--- config.mk ---
export PLATFORM = sky130hd
export DESIGN_NAME = scb_cop
export DESIGN_NICKNAME = d
export VERILOG_FILES = /design/src/rtl/scb_pkg.sv /design/src/rtl/scb_cop.sv
export VERILOG_INCLUDE_DIRS = /design/src /design/src/rtl
export SDC_FILE = /design/constraint.sdc
export NUM_CORES = 1
export LEC_CHECK = 0
export BUFFER_PORTS_ARGS = -buffer_cell sky130_fd_sc_hd__buf_4
export CORE_ASPECT_RATIO = 0.6
export CORE_MARGIN = 2
export CORE_UTILIZATION = 40
export CTS_BUF_LIST = sky130_fd_sc_hd__clkbuf_16
export DETAILED_ROUTE_END_ITERATION = 10
export SLEW_MARGIN = 25
export SYNTH_ARGS = -nofsm -noshare
export SYNTH_HDL_FRONTEND = slang
export SYNTH_SLANG_ARGS = --single-unit
--- constraint.sdc ---
create_clock -name pclk -period 5.6 [get_ports pclk]
set_input_delay 0.56 -clock pclk [delete_from_list [all_inputs] [get_ports pclk]]
set_output_delay 0.56 -clock pclk [all_outputs]
set_load 0.1 [all_outputs]
--- src/rtl/scb_params.svh ---
// scb_params.svh: constants of the system control coprocessor
// assumes inclusion by the package and the design, definitions only
`ifndef SCB_PARAMS_SVH
`define SCB_PARAMS_SVH
// register numbers, byte address is four times the number
`define SCB_IDX_IBASE 5'h00
`define SCB_IDX_INSTR_SPACE_LIMIT 5'h01
`define SCB_IDX_DATA_SPACE_BASE 5'h02
`define SCB_IDX_DATA_SPACE_LIMIT 5'h03
`define SCB_IDX_BADVA 5'h08
`define SCB_IDX_COUNT 5'h09
`define SCB_IDX_CMP 5'h0B
`define SCB_IDX_STATUS 5'h0C
`define SCB_IDX_CAUSE 5'h0D
`define SCB_IDX_EPC 5'h0E
`define SCB_IDX_PROCESSOR_IDENTITY 5'h0F
`define SCB_IDX_CONFIG 5'h10
`define SCB_IDX_REGION_CACHE_POLICY 5'h11
`define SCB_IDX_FETCH_BREAKPOINT_ADDR 5'h12
`define SCB_IDX_DATA_BREAKPOINT_ADDR 5'h13
`define SCB_IDX_ECC 5'h1A
`define SCB_IDX_CERR 5'h1B
`define SCB_IDX_TAG 5'h1C
`define SCB_IDX_EEPC 5'h1E
// status bits
`define SCB_ST_IE 0
`define SCB_ST_EXL 1
`define SCB_ST_ERL 2
`define SCB_ST_UM 4
`define SCB_ST_IVEC 23
`define SCB_ST_CU0 28
`define SCB_ST_CU1 29
// cause fields
`define SCB_CA_TIP 15
`define SCB_CODE_ADEL 5'h04
`define SCB_CODE_ADES 5'h05
`define SCB_CODE_WATCH 5'h17
// watch enables
`define SCB_WI_EN 0
`define SCB_WD_ST 0
`define SCB_WD_LD 1
// segments
`define SCB_KSEG_BASE 32'h80000000
`define SCB_UNCACHED_KERNEL_WINDOW_BASE 32'hA0000000
`define SCB_UPPER_KERNEL_SEGMENT_BASE 32'hC0000000
`define SCB_WIN_MASK 32'h1FFFFFFF
`define SCB_ATTR_UNCACHED 4'h2
// arbitrary neutral identity value
`define SCB_PROCESSOR_IDENTITY_VAL 32'h00000A5A
`define SCB_RST_STATUS 32'h10000000
`define SCB_RST_REGION_CACHE_POLICY 32'h00000000
`endif

--- src/rtl/scb_pkg.sv ---
// scb_pkg: types of the system control coprocessor
// assumes scb_params.svh on the include path
`include "scb_params.svh"
package scb_pkg;
  typedef enum logic [1:0] {SCB_FETCH, SCB_LOAD, SCB_STORE} scb_kind_t;
  typedef struct packed {
    logic [31:0] ibase, instr_space_limit, data_space_base, data_space_limit, badva, count, cmp, status;
    logic [31:0] exception_return_pc, config_r, region_cache_policy, fetch_breakpoint_addr, data_breakpoint_addr, ecc, cerr, tag, eepc;
    logic [4:0] code;
    logic tip, div, vsep, rvalid, rerr, rwatch;
    logic [31:0] rpaddr, prdata;
    logic [3:0] rattr;
  } scb_state_t;
endpackage

--- src/rtl/scb_cop.sv ---
// scb_cop: system control coprocessor with base/bound translation,
// cycle timer, watch exceptions and exception address capture.
// assumes pipeline inputs on pclk, apb master on pclk
//
// Contract
// - cycle counter advances every second clock
// - counter equal to match raises timer interrupt
// - reset and any exception enter kernel mode
// - kernel reaches both halves, user half only within bound, chooses fpu enable
// - user confined, coprocessor access can be blocked
// - user access checked against its bound
// - in bound: physical is base plus virtual
// - out of bound: address exception, no access
// - kernel segments use fixed translation
// - upper half reachable only in kernel
// - cached kernel window masks to physical
// - uncached window, upper segment unmapped
// - enabled watch match takes an exception
// - optional separate interrupt vector
// - address exception records faulting address
// - cache error saves pc separately
// - eight region cache attributes
`timescale 1ns/100ps
`include "scb_params.svh"
module scb_cop import scb_pkg::*; (
  // clock and reset
  input wire logic pclk,
  input wire logic presetn,
  // apb slave
  input wire logic psel,
  input wire logic penable,
  input wire logic pwrite,
  input wire logic [11:0] paddr,
  input wire logic [31:0] pwdata,
  output logic [31:0] prdata,
  output logic pready,
  output logic pslverr,
  // pipeline access request
  input wire logic acc_valid,
  input wire scb_kind_t acc_kind,
  input wire logic [31:0] acc_vaddr,
  input wire logic [31:0] acc_pc,
  // translation answer
  output logic rsp_valid,
  output logic [31:0] rsp_paddr,
  output logic rsp_addr_err,
  output logic rsp_watch,
  output logic [3:0] rsp_attr,
  // other exceptions and return
  input wire logic exc_valid,
  input wire logic [4:0] exc_code,
  input wire logic exc_is_int,
  input wire logic exc_cache_err,
  input wire logic [31:0] exc_cache_info,
  input wire logic [31:0] exc_pc,
  input wire logic eret,
  // mode and timer
  output logic kernel_mode,
  output logic cop1_enable,
  output logic timer_irq,
  output logic int_vector_sep
);

  scb_state_t s_q, s_d;

  ////////////////////////////////////////////////////////////////////
  // helpers

  // kernel when not in user, or at exception or error level
  function automatic logic is_kernel(input logic [31:0] st);
    is_kernel = !st[`SCB_ST_UM] || st[`SCB_ST_EXL] || st[`SCB_ST_ERL];
  endfunction

  // register read mux, unused numbers give zero
  function automatic logic [31:0] rd_mux(input scb_state_t s, input logic [4:0] i);
    unique case (i)
      `SCB_IDX_IBASE: rd_mux = s.ibase;
      `SCB_IDX_INSTR_SPACE_LIMIT: rd_mux = s.instr_space_limit;
      `SCB_IDX_DATA_SPACE_BASE: rd_mux = s.data_space_base;
      `SCB_IDX_DATA_SPACE_LIMIT: rd_mux = s.data_space_limit;
      `SCB_IDX_BADVA: rd_mux = s.badva;
      `SCB_IDX_COUNT: rd_mux = s.count;
      `SCB_IDX_CMP: rd_mux = s.cmp;
      `SCB_IDX_STATUS: rd_mux = s.status;
      `SCB_IDX_CAUSE: rd_mux = {16'h0000, s.tip, 8'h00, s.code, 2'b00};
      `SCB_IDX_EPC: rd_mux = s.exception_return_pc;
      `SCB_IDX_PROCESSOR_IDENTITY: rd_mux = `SCB_PROCESSOR_IDENTITY_VAL;
      `SCB_IDX_CONFIG: rd_mux = s.config_r;
      `SCB_IDX_REGION_CACHE_POLICY: rd_mux = s.region_cache_policy;
      `SCB_IDX_FETCH_BREAKPOINT_ADDR: rd_mux = s.fetch_breakpoint_addr;
      `SCB_IDX_DATA_BREAKPOINT_ADDR: rd_mux = s.data_breakpoint_addr;
      `SCB_IDX_ECC: rd_mux = s.ecc;
      `SCB_IDX_CERR: rd_mux = s.cerr;
      `SCB_IDX_TAG: rd_mux = s.tag;
      `SCB_IDX_EEPC: rd_mux = s.eepc;
      default: rd_mux = 32'h00000000;
    endcase
  endfunction

  ////////////////////////////////////////////////////////////////////
  // decode

  logic kern, mapped, blocked, wr_en, rd_en, tick, cnt_hit, in_bound, st_kind;
  logic [4:0] idx;
  logic [31:0] bound, base, cnt_inc, new_pa;
  logic [3:0] attr;

  // user software may be locked out of the coprocessor registers
  assign kern = is_kernel(s_q.status);
  assign blocked = !kern && !s_q.status[`SCB_ST_CU0];
  assign idx = paddr[6:2];
  assign mapped = (paddr[11:7] == 5'h00);
  assign wr_en = psel && penable && pwrite && mapped && !blocked;
  assign rd_en = psel && !penable && !pwrite && !blocked;
  assign tick = s_q.div;
  assign cnt_inc = s_q.count + 32'h00000001;
  assign cnt_hit = tick && (cnt_inc == s_q.cmp);
  assign st_kind = (acc_kind == SCB_STORE);
  // fetches use the instruction pair, loads and stores the data pair
  assign bound = (acc_kind == SCB_FETCH) ? s_q.instr_space_limit : s_q.data_space_limit;
  assign base = (acc_kind == SCB_FETCH) ? s_q.ibase : s_q.data_space_base;
  assign in_bound = (acc_vaddr <= bound);

  ////////////////////////////////////////////////////////////////////
  // segment translation and cache attribute

  always_comb begin
    new_pa = acc_vaddr;
    attr = s_q.region_cache_policy[{acc_vaddr[31:29], 2'b00} +: 4];
    if (acc_vaddr < `SCB_KSEG_BASE) begin
      new_pa = acc_vaddr + base;
    end else if (acc_vaddr < `SCB_UPPER_KERNEL_SEGMENT_BASE) begin
      new_pa = acc_vaddr & `SCB_WIN_MASK;
      if (acc_vaddr >= `SCB_UNCACHED_KERNEL_WINDOW_BASE) begin
        attr = `SCB_ATTR_UNCACHED;
      end
    end
  end

  ////////////////////////////////////////////////////////////////////
  // next state

  always_comb begin
    logic err;
    logic wat;
    err = 1'b0;
    wat = 1'b0;
    s_d = s_q;
    s_d.div = !s_q.div;
    // counter tick, a software write below takes precedence
    if (tick) begin
      s_d.count = cnt_inc;
    end
    // unmapped addresses read zero too, never the last word caught
    s_d.prdata = rd_en ? (mapped ? rd_mux(s_q, idx) : 32'h00000000) : s_q.prdata;
    // register writes, read-only and unused numbers drop the data
    if (wr_en) begin
      unique case (idx)
        `SCB_IDX_IBASE: s_d.ibase = pwdata;
        `SCB_IDX_INSTR_SPACE_LIMIT: s_d.instr_space_limit = pwdata;
        `SCB_IDX_DATA_SPACE_BASE: s_d.data_space_base = pwdata;
        `SCB_IDX_DATA_SPACE_LIMIT: s_d.data_space_limit = pwdata;
        `SCB_IDX_COUNT: s_d.count = pwdata;
        `SCB_IDX_CMP: begin
          s_d.cmp = pwdata;
          s_d.tip = 1'b0; // writing the match value acknowledges the timer
        end
        `SCB_IDX_STATUS: s_d.status = pwdata;
        `SCB_IDX_CAUSE: s_d.code = pwdata[6:2];
        `SCB_IDX_EPC: s_d.exception_return_pc = pwdata;
        `SCB_IDX_CONFIG: s_d.config_r = pwdata;
        `SCB_IDX_REGION_CACHE_POLICY: s_d.region_cache_policy = pwdata;
        `SCB_IDX_FETCH_BREAKPOINT_ADDR: s_d.fetch_breakpoint_addr = pwdata;
        `SCB_IDX_DATA_BREAKPOINT_ADDR: s_d.data_breakpoint_addr = pwdata;
        `SCB_IDX_ECC: s_d.ecc = pwdata;
        `SCB_IDX_TAG: s_d.tag = pwdata;
        `SCB_IDX_EEPC: s_d.eepc = pwdata;
        default: ;
      endcase
    end
    // a match in the same cycle as the acknowledge still sets
    if (cnt_hit) begin
      s_d.tip = 1'b1;
    end
    // return leaves the error level first, then the exception level
    if (eret) begin
      if (s_q.status[`SCB_ST_ERL]) begin
        s_d.status[`SCB_ST_ERL] = 1'b0;
      end else begin
        s_d.status[`SCB_ST_EXL] = 1'b0;
      end
    end
    // address check: upper half needs kernel, user half needs bound
    if (acc_valid) begin
      if (acc_vaddr >= `SCB_KSEG_BASE) begin
        err = !kern;
      end else begin
        err = !in_bound;
      end
      if (acc_kind == SCB_FETCH) begin
        wat = s_q.fetch_breakpoint_addr[`SCB_WI_EN] && (acc_vaddr[31:2] == s_q.fetch_breakpoint_addr[31:2]);
      end else begin
        wat = (st_kind ? s_q.data_breakpoint_addr[`SCB_WD_ST] : s_q.data_breakpoint_addr[`SCB_WD_LD])
          && (acc_vaddr[31:3] == s_q.data_breakpoint_addr[31:3]);
      end
    end
    s_d.rvalid = acc_valid;
    s_d.rerr = err;
    s_d.rwatch = wat && !err;
    s_d.rpaddr = err ? 32'h00000000 : new_pa;
    s_d.rattr = attr;
    // exceptions win over a return or a software write of status
    if (err || wat) begin
      s_d.badva = err ? acc_vaddr : s_q.badva;
      s_d.exception_return_pc = acc_pc;
      s_d.code = err ? (st_kind ? `SCB_CODE_ADES : `SCB_CODE_ADEL) : `SCB_CODE_WATCH;
      s_d.status[`SCB_ST_EXL] = 1'b1;
      s_d.vsep = 1'b0;
    end else if (exc_valid) begin
      if (exc_cache_err) begin
        s_d.eepc = exc_pc;
        s_d.cerr = exc_cache_info;
        s_d.status[`SCB_ST_ERL] = 1'b1;
      end else begin
        s_d.exception_return_pc = exc_pc;
        s_d.code = exc_code;
        s_d.status[`SCB_ST_EXL] = 1'b1;
      end
      s_d.vsep = exc_is_int && s_q.status[`SCB_ST_IVEC];
    end
  end

  ////////////////////////////////////////////////////////////////////
  // state register, comes up in kernel mode with user bit clear

  always_ff @(posedge pclk or negedge presetn) begin
    if (!presetn) begin
      s_q <= '0;
      s_q.status <= `SCB_RST_STATUS;
      s_q.region_cache_policy <= `SCB_RST_REGION_CACHE_POLICY;
    end else begin
      s_q <= s_d;
    end
  end

  ////////////////////////////////////////////////////////////////////
  // outputs

  // zero wait states: the read word was caught during the setup cycle
  assign pready = 1'b1;
  assign pslverr = psel && penable && blocked;
  assign prdata = s_q.prdata;
  assign rsp_valid = s_q.rvalid;
  assign rsp_paddr = s_q.rpaddr;
  assign rsp_addr_err = s_q.rerr;
  assign rsp_watch = s_q.rwatch;
  assign rsp_attr = s_q.rattr;
  assign kernel_mode = kern;
  // kernel decides, user only gets it if kernel granted it
  assign cop1_enable = s_q.status[`SCB_ST_CU1];
  assign timer_irq = s_q.tip;
  assign int_vector_sep = s_q.vsep;
endmodule

==> results by group <==
Global route
  • Tot GR Track Use: 30.9%
  • Vias in the first global route: 25.5k
  • Antenna violations before repair: 4
  • Largest net degree at the start of global routing: 159
  • First-pass GRT wire length: about 190000 um
  • Total gr overflow: 0

Clocking
  • CTS Sinks: 623
  • CTS Buf Count: 61
  • Clock H-tree levels: 2
  • Setup Fix Bufs, Post-CTS: 0
  • Root Buffer: clkbuf_16
  • Worst-Skew Late Latency: roughly 670 ps
  • Clk slew on worst S/H paths: around 70 ps
  • TritonCTS clock tree: built
  • Max Root-Sink Buffers: 3

STA
  • Fin. Hold Viols: 0
  • Fin Hold WS: 89.0 ps
  • Worst relative slew slack: a little over a fifth
  • Max Slew Vio Count: 0
  • Fmax: 239 MHz
  • Setup TNS: 0 ps
  • Endpoints failing setup: 0
  • Worst slew pin tran: around 1200 ps
  • Final period utilization: 74.7%
  • Post-layout min period: 4190 ps
  • Worst-case clock skew: 38.6 ps
  • Setup repair after global routing missed its margin: no

Yosys
  • Cells after Synth: about 3.1k
  • Async SR Flop Fraction: 100%
  • Main synth FF type: dfrtp_1
  • Complex-gate fraction of the synthesized area: 12.5%
  • Post-synth top cells: dfrtp_1, mux2_2, nand2_1, a22oi_1, clkbuf_1
  • Post-Syn Nets: 3313
  • Sequential fraction of the synthesis area: between 40% and 50%
  • Number of library cell types mapped by synthesis: 68
  • Dominant cell type by area after synthesis: dfrtp_1
  • Synthesized flop and latch total: 623
  • Post-Syn Area: approximately 0.033 mm2
  • Post-Synth Adder-Cell Area: 2.48%
  • Synth Area in Simple Gates: about a tenth
  • Syn_area_per_cell: 10.8 um2
  • Area share of the largest cell type after synthesis: 47.1%
  • Leading cell types by total area after synthesis: dfrtp_1, mux2_2, nand2_1
  • Most common cell in the synthesized netlist: dfrtp_1
  • Warnings, synthesis: 0
  • Xor and xnor area share after synthesis: 4.18%
  • Largest family of logic cells by synthesized area: multiplexers
  • Post-synthesis mux area share: 19.2%
  • Number of synthesized flops with an enable pin: 0

Floorplanning
  • Core Box Area: 0.0817 mm2
  • Die width: 375 um
  • Initial Utilization: 40.5%
  • DIE HEIGHT: around 230 um
  • I/O Pins: 266
  • Rows: 81
  • Full die area: around 0.085 mm2

Placement
  • Placed Cells: 4179
  • I/O Buffers: 262
  • DP Wirelength: between 90000 and 100000 um
  • Final RePlAce weighted congestion: 0.977

Routing
  • Via count: 26.9k
  • Vias per inst: around 6.3
  • Iteration count of the initial detailed-routing pass: 7
  • Post-detailed-routing wire length: roughly 130000 um
  • Remaining antenna violation count after routing: 0
  • Post-DR wirelength/cell: 31.0 um
  • # DRC: 0
  • Initial DRC Count: 3898

Pwr
  • Clock power share: a little over 40%
  • Net Sw Frac: approximately 28%
  • Sequential power share: between 40% and 50%
  • VDD IR max: 0.244 mV
  • Combinational share of power: between 10% and 20%
  • Internal power: 7550 uW
  • Psw: 2980 uW
  • Leakage Power: 0.0175 uW
  • Pwr Density: approximately 280 mW/mm2

Layout
  • Final #Nets: between 3k and 4k
  • Share of layout cells above drive strength 1: 28.7%
  • Final cell count without fillers: approximately 4.3k
  • Antenna Cells: 0
  • Filler cell count: slightly below 8k
  • Area delta synth->final: 14.3%
  • Finished Core Util: a little under half

Min path
  • Hold Path Class: primary input to flip-flop

Critical path
  • Crit path max fanout: 33
  • Startpoint Class: primary input
  • Worst Path Arrival: 4710 ps
  • Endpoint class of the critical path: flip-flop
  • CP required: 6120 ps
  • WS Path Type: primary input to flip-flop

Run
  • # Max-Cap Violations: 0

Status
  • Outcome: completed
-- path summary, 6_finish.rpt --
kind	start	to	slack (ps)	cells after the start
worst max-delay path	acc_kind[1]	s_q[159]$_DFFE_PN0P_	1410	14
worst min-delay path	acc_valid	rsp_valid$_DFF_PN0_	90	1
worst max register to register	s_q[217]$_DFFE_PN0P_	s_q[159]$_DFFE_PN0P_	1430	9
worst min register to register	s_q[466]$_DFFE_PN0P_	s_q[466]$_DFFE_PN0P_	480	2
max in group asynchronous	presetn	rsp_paddr[17]$_DFF_PN0_	3520	3
min in group asynchronous	presetn	s_q[150]$_DFFE_PN0P_	540	2
-- what timing repair did --
action / 4_1_cts / 5_1_grt
hold endpoints to repair: 3 / 0
gates resized for setup: 0 / 0
hold buffers: 1 / 0
-- worst max-delay path: stages --
cell and delay (ps):
buf_4 120, nor2_4 400, mux2i_1 460, ha_1 330, a21oi_1 380, o21ai_0 190, a221o_1 470, o31a_1 320
o21bai_4 180, inv_2 50, or2_4 370, nor2_8 180, buf_12 240, mux2_1 360
-- through the flow --
step	power, uW	setup slack [ps]	cell area [um2]
global placement	6240	932	35800
global route	10800	1410	37800
detailed placement	6250	932	35800
CTS	10500	1590	37800
finish	10500	1410	37800
floorplan	5650	1360	33100
-- power by group through the flow --
stage / Sequential, uW / Combinational (uW) / Clock, uW
6_report: 4910 / 1300 / 4330
5_1_grt: 4920 / 1390 / 4540
4_1_cts: 4900 / 1280 / 4350
3_5_place_dp: 4980 / 1280 / 0
3_3_place_gp: 4980 / 1260 / 0
2_1_floorplan: 4880 / 777 / 0
-- final cells by class --
cell class / instances / area, um2 / share of cell area (%)
multi-input combinational: 2118 / 16100 / 42.6
sequential: 623 / 15600 / 41.3
timing repair buffer: 331 / 2620 / 6.93
clock buffer: 62 / 1550 / 4.11
tap: 1079 / 1350 / 3.57
clock inverter: 50 / 469 / 1.24
inverter: 29 / 109 / 0.288
-- sequential cells by signal, summed over array words and instances (netlist names) --
signal	flops
rsp_paddr	32
prdata	32
tick	1
cop1_enable	1
rsp_attr	4
rsp_valid	1
s_q	548
rsp_watch	1
rsp_addr_err	1
timer_irq	1
int_vector_sep	1
-- per-layer routing --
layer	wire (um)	vias to the layer above	track usage, %
li1	-	11300	-
met1	59300	13700	46.4
met2	51500	1674	41.1
met3	18600	212	11.2
met4	3580	2	8.19
met5	10	-	0
-- cells in the final DEF, fill, tap and decap left out, types with 7 or more instances in the layout --
cell type	synthesis	final
buf_4	71	319
a31oi_1	7	7
buf_12	0	10
clkbuf_16	0	62
dfrtp_1	622	622
ha_1	64	64
nand2_1	327	323
clkinv_2	0	12
nor2_1	115	97
mux2_1	60	60
a222oi_1	26	26
a21oi_1	140	140
mux2_2	457	457
o211ai_1	12	12
a211oi_1	12	12
nand3_1	95	95
nand2b_1	9	9
nor2_4	0	10
xnor2_1	98	98
inv_1	28	37
clkinv_1	0	15
a22oi_1	153	153
nand4_1	71	71
nor2b_1	9	8
bufinv_16	0	9
mux2i_1	44	44
a221oi_1	42	42
o21ai_0	134	134
a21o_1	8	8
nor3_1	20	20
xor2_1	60	60
a22o_1	40	40
nor2_2	0	8
and3_1	9	9
nor4_1	12	12
-- cell families after synthesis --
family	count (synthesis)
AOI/OAI and AO/OA	617
xor gates and xnor gates	158
adders and majority gates	65
buffers and inverters	318
DFF	623
muxes	565
other	1
and+or+nand+nor	712
Power figures use the tool's default switching activity.
